$ cat src/crc_pkg.sv
package crc_pkg;
    localparam int CRC_DW = 16;
    localparam int CRC_AW = 4;
    // register byte offsets
    localparam logic [3:0] CRC_OFF_CON = 4'h0;
    localparam logic [3:0] CRC_OFF_DATA = 4'h4;
    localparam logic [3:0] CRC_OFF_RESULT = 4'h8;
    localparam logic [3:0] CRC_OFF_XOR = 4'hC;
    localparam logic [3:0] CRC_OFF_IRQ_STAT = 4'h2;
    localparam logic [3:0] CRC_OFF_IRQ_MASK = 4'h3;
    // control/status field positions
    localparam int CRC_B_IDLE = 13;
    localparam int CRC_B_CNT_LO = 8;
    localparam int CRC_B_FULL = 7;
    localparam int CRC_B_EMPTY = 6;
    localparam int CRC_B_GO = 4;
    localparam int CRC_B_PLEN_LO = 0;
    // interrupt status bits
    localparam int CRC_IRQ_DONE = 0;
    localparam int CRC_IRQ_EMPTY = 1;
    localparam int CRC_IRQ_W = 2;
    // fifo depth limits and xor reset value
    localparam logic [4:0] CRC_DEPTH_WIDE = 5'h08;
    localparam logic [4:0] CRC_DEPTH_NARROW = 5'h10;
    localparam logic [3:0] CRC_PLEN_WIDE_MIN = 4'h8;
    localparam logic [15:0] CRC_RESET_XOR = 16'h0000;
    typedef enum logic [1:0] {
        CRC_ST_IDLE = 2'b00,
        CRC_ST_LOAD = 2'b01,
        CRC_ST_SHIFT = 2'b10
    } crc_state_type;
endpackage

$ cat src/crc_ctrl.sv
// Chosen here: strobed register access and the register addresses.
`timescale 1ns/1ps
// Function
// - idle-halt bit set stops fifo pops and shifting during idle
// - report valid fifo word count, 5 bits
// - depth 8 when length above 7, else 16
// - full flag high at maximum word count
// - empty flag high with no words, resets high
// - go bit starts shifting fifo data out
module crc_ctrl
    import crc_pkg::*;
(
    input wire logic clk_i,
    input wire logic sys_rst_i,
    input wire logic cpu_idle_i,
    input wire logic [3:0] addr_i,
    input wire logic [15:0] wdata_i,
    input wire logic wr_i,
    input wire logic rd_i,
    output logic [15:0] rdata_o,
    output logic irq_o
);
    logic [15:0] fifo_mem [16];
    logic [3:0] wptr_ff;
    logic [3:0] rptr_ff;
    logic [4:0] count_ff;
    logic idle_halt_ff;
    logic go_ff;
    logic [3:0] plen_ff;
    logic [15:0] xor_ff;
    logic [15:0] crc_ff;
    logic [15:0] shreg_ff;
    logic [3:0] bitcnt_ff;
    crc_state_type state_ff;
    logic [CRC_IRQ_W-1:0] istat_ff;
    logic [CRC_IRQ_W-1:0] imask_ff;
    logic [15:0] rdata_ff;
    logic irq_ff;

    // a word always holds plen+1 bits; order sets both width and taps
    wire logic [4:0] order = {1'b0, plen_ff} + 5'h01;
    wire logic [4:0] depth = (plen_ff >= CRC_PLEN_WIDE_MIN) ? CRC_DEPTH_WIDE
                                                            : CRC_DEPTH_NARROW;
    wire logic full = (count_ff >= depth);
    wire logic empty = (count_ff == 5'h00);
    wire logic run_en = !(idle_halt_ff && cpu_idle_i);
    wire logic wr_con = wr_i && (addr_i == CRC_OFF_CON);
    wire logic wr_data = wr_i && (addr_i == CRC_OFF_DATA);
    wire logic wr_xor = wr_i && (addr_i == CRC_OFF_XOR);
    wire logic wr_res = wr_i && (addr_i == CRC_OFF_RESULT);
    wire logic wr_istat = wr_i && (addr_i == CRC_OFF_IRQ_STAT);
    wire logic wr_imask = wr_i && (addr_i == CRC_OFF_IRQ_MASK);
    // writes into a full fifo are dropped rather than overwriting data
    wire logic push = wr_data && !full;
    wire logic pop = run_en && (state_ff == CRC_ST_IDLE) && go_ff && !empty;
    wire logic shift_step = (state_ff == CRC_ST_SHIFT) && run_en && !wr_res;
    wire logic last_bit = shift_step && ({1'b0, bitcnt_ff} == order - 5'h01);
    wire logic shift_done = last_bit && empty;
    wire logic [15:0] tap_mask = 16'hFFFF >> (5'h10 - order);
    wire logic feedback = crc_ff[order[3:0] - 4'h1] ^ shreg_ff[order[3:0] - 4'h1];
    wire logic [15:0] crc_shift = ({crc_ff[14:0], 1'b0}
                                   ^ (feedback ? xor_ff : 16'h0000)) & tap_mask;
    wire logic [15:0] con_rd = {2'b00, idle_halt_ff, count_ff, full, empty, 1'b0,
                                go_ff, plen_ff};
    // a push beside the last pop keeps the fifo filled, so no empty event
    wire logic [CRC_IRQ_W-1:0] ev = {pop && !push && (count_ff == 5'h01), shift_done};
    logic [15:0] rd_mux;

    always_comb begin
        case (addr_i)
            CRC_OFF_CON: rd_mux = con_rd;
            CRC_OFF_RESULT: rd_mux = crc_ff;
            CRC_OFF_XOR: rd_mux = xor_ff;
            CRC_OFF_IRQ_STAT: rd_mux = {14'h0000, istat_ff};
            CRC_OFF_IRQ_MASK: rd_mux = {14'h0000, imask_ff};
            default: rd_mux = 16'h0000;
        endcase
    end

    always_ff @(posedge clk_i) begin
        if (push) begin
            fifo_mem[wptr_ff] <= wdata_i;
        end
    end

    logic [3:0] nxt_wptr;
    logic [3:0] nxt_rptr;
    logic [4:0] nxt_count;
    logic nxt_idle_halt;
    logic [3:0] nxt_plen;
    logic [15:0] nxt_xor;
    logic nxt_go;
    crc_state_type nxt_state;
    logic [15:0] nxt_shreg;
    logic [3:0] nxt_bitcnt;
    logic [15:0] nxt_crc;
    logic [CRC_IRQ_W-1:0] istat_clr;
    logic [CRC_IRQ_W-1:0] nxt_istat;
    logic [CRC_IRQ_W-1:0] nxt_imask;
    logic nxt_irq;
    logic [15:0] nxt_rdata;

    // irq follows the next status so it never lags the sticky bits
    assign istat_clr = wr_istat ? wdata_i[CRC_IRQ_W-1:0] : '0;
    assign nxt_istat = (istat_ff & ~istat_clr) | ev;
    assign nxt_imask = wr_imask ? wdata_i[CRC_IRQ_W-1:0] : imask_ff;
    assign nxt_irq = |(nxt_istat & nxt_imask);
    // unread cycles return zero so stale data never lingers on the bus
    assign nxt_rdata = rd_i ? rd_mux : 16'h0000;

    always_comb begin
        nxt_wptr = wptr_ff;
        nxt_rptr = rptr_ff;
        if (push) begin
            nxt_wptr = wptr_ff + 4'h1;
        end
        if (pop) begin
            nxt_rptr = rptr_ff + 4'h1;
        end
        nxt_count = count_ff + {4'h0, push} - {4'h0, pop};
    end

    always_ff @(posedge clk_i) begin
        if (sys_rst_i) begin
            wptr_ff <= 4'h0;
            rptr_ff <= 4'h0;
            count_ff <= 5'h00;
        end else begin
            wptr_ff <= nxt_wptr;
            rptr_ff <= nxt_rptr;
            count_ff <= nxt_count;
        end
    end

    always_comb begin
        nxt_idle_halt = idle_halt_ff;
        nxt_plen = plen_ff;
        nxt_xor = xor_ff;
        if (wr_con) begin
            nxt_idle_halt = wdata_i[CRC_B_IDLE];
            nxt_plen = wdata_i[CRC_B_PLEN_LO +: 4];
        end
        if (wr_xor) begin
            nxt_xor = wdata_i;
        end
    end

    always_ff @(posedge clk_i) begin
        if (sys_rst_i) begin
            idle_halt_ff <= 1'b0;
            plen_ff <= 4'h0;
            xor_ff <= CRC_RESET_XOR;
        end else begin
            idle_halt_ff <= nxt_idle_halt;
            plen_ff <= nxt_plen;
            xor_ff <= nxt_xor;
        end
    end

    // go stays set while work remains; hardware clears it when the last bit shifts out with the fifo empty
    always_comb begin
        nxt_go = go_ff;
        if (wr_con) begin
            nxt_go = wdata_i[CRC_B_GO];
        end else if (shift_done) begin
            nxt_go = 1'b0;
        end
    end

    always_ff @(posedge clk_i) begin
        if (sys_rst_i) begin
            go_ff <= 1'b0;
        end else begin
            go_ff <= nxt_go;
        end
    end

    always_comb begin
        nxt_state = state_ff;
        nxt_shreg = shreg_ff;
        nxt_bitcnt = bitcnt_ff;
        case (state_ff)
            CRC_ST_IDLE: begin
                if (pop) begin
                    nxt_state = CRC_ST_LOAD;
                end
            end
            CRC_ST_LOAD: begin
                // the read pointer already moved past the popped slot
                if (run_en) begin
                    nxt_shreg = fifo_mem[rptr_ff - 4'h1];
                    nxt_bitcnt = 4'h0;
                    nxt_state = CRC_ST_SHIFT;
                end
            end
            CRC_ST_SHIFT: begin
                if (shift_step) begin
                    nxt_shreg = {shreg_ff[14:0], 1'b0};
                    nxt_bitcnt = bitcnt_ff + 4'h1;
                    if (last_bit) begin
                        nxt_state = CRC_ST_IDLE;
                    end
                end
            end
            default: nxt_state = CRC_ST_IDLE;
        endcase
    end

    always_ff @(posedge clk_i) begin
        if (sys_rst_i) begin
            state_ff <= CRC_ST_IDLE;
            shreg_ff <= 16'h0000;
            bitcnt_ff <= 4'h0;
        end else begin
            state_ff <= nxt_state;
            shreg_ff <= nxt_shreg;
            bitcnt_ff <= nxt_bitcnt;
        end
    end

    // a result write wins and holds the shifter for that cycle
    always_comb begin
        nxt_crc = crc_ff;
        if (wr_res) begin
            nxt_crc = wdata_i;
        end else if (shift_step) begin
            nxt_crc = crc_shift;
        end
    end

    always_ff @(posedge clk_i) begin
        if (sys_rst_i) begin
            crc_ff <= 16'h0000;
        end else begin
            crc_ff <= nxt_crc;
        end
    end

    // one sticky cell per event; set wins over a same-cycle clear
    for (genvar gi = 0; gi < CRC_IRQ_W; gi++) begin : g_stat
        crc_sticky_bit #(
            .RESET_VAL(1'b0)
        ) u_stat (
            .clk_i(clk_i),
            .sys_rst_i(sys_rst_i),
            .set_i(ev[gi]),
            .clr_i(istat_clr[gi]),
            .q_o(istat_ff[gi])
        );
    end

    always_ff @(posedge clk_i) begin
        if (sys_rst_i) begin
            imask_ff <= '0;
        end else begin
            imask_ff <= nxt_imask;
        end
    end

    always_ff @(posedge clk_i) begin
        if (sys_rst_i) begin
            irq_ff <= 1'b0;
        end else begin
            irq_ff <= nxt_irq;
        end
    end

    always_ff @(posedge clk_i) begin
        if (sys_rst_i) begin
            rdata_ff <= 16'h0000;
        end else begin
            rdata_ff <= nxt_rdata;
        end
    end

    assign rdata_o = rdata_ff;
    assign irq_o = irq_ff;
endmodule

module crc_sticky_bit
    import crc_pkg::*;
#(
    parameter logic RESET_VAL = 1'b0
) (
    input wire logic clk_i,
    input wire logic sys_rst_i,
    input wire logic set_i,
    input wire logic clr_i,
    output logic q_o
);
    logic bit_ff;
    // a clear in the event's own cycle must not lose the event
    wire logic nxt_bit = set_i | (bit_ff & ~clr_i);

    always_ff @(posedge clk_i) begin
        if (sys_rst_i) begin
            bit_ff <= RESET_VAL;
        end else begin
            bit_ff <= nxt_bit;
        end
    end

    assign q_o = bit_ff;
endmodule

$ cat config.mk
export PLATFORM = sky130hd
export DESIGN_NAME = crc_ctrl
export DESIGN_NICKNAME = d
export VERILOG_FILES = /design/src/crc_pkg.sv /design/src/crc_ctrl.sv
export SDC_FILE = /design/constraint.sdc
export NUM_CORES = 1
export LEC_CHECK = 0
export BUFFER_PORTS_ARGS = -buffer_cell sky130_fd_sc_hd__clkbuf_2
export CORE_UTILIZATION = 30
export DETAILED_ROUTE_END_ITERATION = 8
export PLACE_DENSITY_LB_ADDON = 0.1
export REMOVE_ABC_BUFFERS = 1
export SLEW_MARGIN = 10
export SYNTH_ARGS = -nofsm -noshare
export SYNTH_HDL_FRONTEND = slang
export SYNTH_SLANG_ARGS = --single-unit
$ cat constraint.sdc
create_clock -name clk_i -period 10.63 [get_ports clk_i]
set_clock_uncertainty 0.2 [all_clocks]
set_input_delay 2.126 -clock clk_i [delete_from_list [all_inputs] [get_ports clk_i]]
set_output_delay 2.126 -clock clk_i [all_outputs]
set_load 0.02 [all_outputs]
==> qor.csv <==
metric,value,unit
Hold Fails Final Rpt,0,
Root Buffer,clkbuf_16,
synth cell count leaders,"256 x edfxtp_1, 108 x nand2_1, 94 x dfxtp_1, 89 x mux4_2, 66 x nor2_1",
top-area cell type share of the netlist area,0.5164,
CP Launch Type,input pin,
switching part of the total,0.2111,
largest net degree at the start of global routing,66,
Worst Path Max Fanout,11,
Worst Max-Slew Pin Slew,1.068,ns
Total Routed Length,41.91,mm
GRT Util Overall,0.1695,
"Distinct cells, synth",59,
WL/cell,24.05,um
Syn Inst Count,1017,
DR pass1 iterations,5,
NetSw,0.0006247,W
gpl congestion,0.7606,
DRC,0,
top-count cell post-synth,edfxtp_1,
outcome,completed,
Ys Warns,0,
minimum clock period,4.678,ns
"Hold-fix buffers, CTS",0,
initial antenna violation count,0,
post-CTS setup buffer count,0,
clk_lat worst skew,0.56,ns
Comb pwr share,0.030,
Setup Total Neg Slack,0,ns
GRT overflow,0,
top post-synthesis cells by area,"edfxtp_1 52%, mux4_2 13%, dfxtp_1 13%",
CP dominant cell by count,inv_1,
# diodes,0,
ANT nets after route,0,
Tightest Hold Check Type,register to register,
top_reg_cell synth,edfxtp_1,
CP peak stage delay,0.53,ns
Clk pwr share,0.471,
register area share after synthesis,0.6429,
Rows,81,
Die H,224.8,um
worst endpoint required time,10.91,ns
register clock-pin slew on the reported worst setup and hold paths,0.06,ns
final period utilization,0.4400,
Initial DRC Count,636,
Finished Core Util,0.3505,
RSZ-0062 raised after global routing,no,
Critical Path Slowest Stage Cell,nor3_2,
CTS buffer count,40,
Internal,0.002334,W
PD cells,172.5,nW/um^2
num ports,42,
Pleak,5.284,nW
CP Class,input pin to register,
Starting Density,0.3041,
die width,224.8,um
Yosys top cell by area,edfxtp_1,
core box area,48950,um^2
"Slew Viols, Final",0,
via count,8737,
CTS tree,yes,
drt via density,5.013,
final setup vio count,0,
"Async S/R FF share, synth",0,
CP endpoint kind,register,
Final #Nets,1096,
vias in the first global route,8707,
clock buffer depth,3,
layout cells sized above 1,0.2243,
number of max-cap violations,0,
Flop pwr share,0.499,
CP Cell Sequence,clkbuf_2 > nor3b_1 > buf_4 > nand2_1 > nor3_2 > inv_1 > ha_1 > inv_1 > ha_1 > inv_1 > fa_1 > inv_1 > a21oi_1 > nor2_1 > or3_1 > a21oi_1,
Mapped Avg Cell Area,14.64,um^2
CTS-repair resized insts,0,
DP HPWL,27.01,mm
fmax,213.8,MHz
Area Overhead vs Synth,15.25,%
"FF+latch count, synth",350,
CTS HTree Levels,2,
Port Buffer Count,41,
worst vdd ir,0.0001064,V
Sink Count,350,
first-pass GRT wire length,61.51,mm
synthesized area,14890,um^2
die area,50510,um^2
number of flops mapped to enable cells by yosys,256,
"Arr. time, crit path",4.96,ns
Max-slew headroom,0.2871,
==> power by group through the flow <==
stage	combinational [W]	clock, W	sequential, W
final	0.0000901	0.00139	0.00148
after global routing	0.0000991	0.00147	0.00148
after CTS	0.0000925	0.00143	0.00148
after detailed placement	0.0000920	0	0.00150
after global placement	0.0000924	0	0.00150
after floorplan	0.0000357	0	0.00150
==> worst paths after layout <==
check / depth (start not counted) / endpoint / slack, ns / start
max: 16 / count_ff[4]$_SDFF_PP0_ / 5.95 / addr_i[0]
min: 2 / xor_ff[0]$_SDFFE_PP0P_ / 0.28 / xor_ff[0]$_SDFFE_PP0P_
max reg2reg: 9 / crc_ff[0]$_SDFFE_PP0P_ / 6.45 / plen_ff[1]$_SDFFE_PP0P_
min reg2reg: 2 / xor_ff[0]$_SDFFE_PP0P_ / 0.28 / xor_ff[0]$_SDFFE_PP0P_
==> flip-flops by register name (all words and copies together), names as in the netlist <==
register           flops
idle_halt_ff           1
bitcnt_ff              4
wptr_ff                4
plen_ff                4
irq_o                  1
fifo_mem             256
go_ff                  1
shreg_ff              16
count_ff               5
imask_ff               2
crc_ff                16
g_stat.u_stat.q_o      2
state_ff               2
rdata_o               16
xor_ff                16
rptr_ff                4
==> layout by cell type, fill, tap and decap left out, types with 4 or more instances in the layout <==
cell type / n
or4_1: 4
clkbuf_2: 40
a21oi_1: 53
a31oi_1: 16
o21ai_0: 6
dfxtp_1: 93
nand3_1: 44
nor2_1: 53
xnor2_1: 5
nand2_1: 108
mux2_2: 12
inv_1: 37
nand3b_1: 10
nor3_2: 4
nand2b_1: 7
mux4_2: 89
nor3_1: 7
nor2_2: 15
clkbuf_16: 42
edfxtp_1: 256
clkinv_1: 7
a311oi_1: 16
nand4_1: 5
o211ai_1: 8
a22oi_1: 13
xor2_1: 10
clkbuf_1: 12
buf_4: 14
mux2i_1: 10
ha_1: 19
nor2b_1: 5
bufinv_16: 4
==> metrics by stage <==
stage | setup slack, ns | hold WS [ns] | area [um^2] | cells | total power (W)
after CTS | 5.755 | 0.2852 | 17150 | 1743 | 0.002995
after detailed placement | 5.158 | 0.2712 | 15840 | 1672 | 0.001596
final | 5.952 | 0.2822 | 17160 | 1743 | 0.002959
after floorplan | 4.661 | 0.2398 | 14600 | 953 | 0.001539
after global placement | 5.196 | 0.2645 | 15840 | 1672 | 0.001597
after global routing | 5.663 | 0.3080 | 17160 | 1743 | 0.003049
==> layout make-up <==
class / instances / area, um^2
tap: 664 / 830.8
timing repair buffer: 55 / 310.3
inverter: 37 / 138.9
sequential: 350 / 9573
fill: 4709 / 31800
multi-input combinational: 566 / 4996
clock buffer: 57 / 1137
clock inverter: 14 / 168.9
==> cells by family (layout without fill, tap and decap cells) <==
logic type	Yosys count	count (layout)	share of synthesized area
compound gates	131	131	0.05817
xor+xnor	20	20	0.01379
fa+ha+maj	21	21	0.01816
buf+inv	101	163	0.02849
flops	350	350	0.6429
mux	111	111	0.1505
simple gates	283	283	0.08809
==> worst max-delay path: cells and delay by family <==
family / cells / cell delay (ns)
AO/OA/AOI/OAI: 2 / 0.28
adder cells (fa/ha/maj): 3 / 0.68
buffers and inverters: 6 / 0.64
AND/OR/NAND/NOR: 5 / 1.25
==> metal layers <==
| metal | vias to the layer above | wire (um) | track usage |
|---|---|---|---|
| li1 | 3967 | - | - |
| met1 | 4563 | 20220 | 0.2480 |
| met2 | 167 | 19190 | 0.2595 |
| met3 | 40 | 1780 | 0.02730 |
| met4 | 0 | 720 | 0.04630 |
| met5 | - | 0 | 0 |
(Power assumes the default switching activity.)
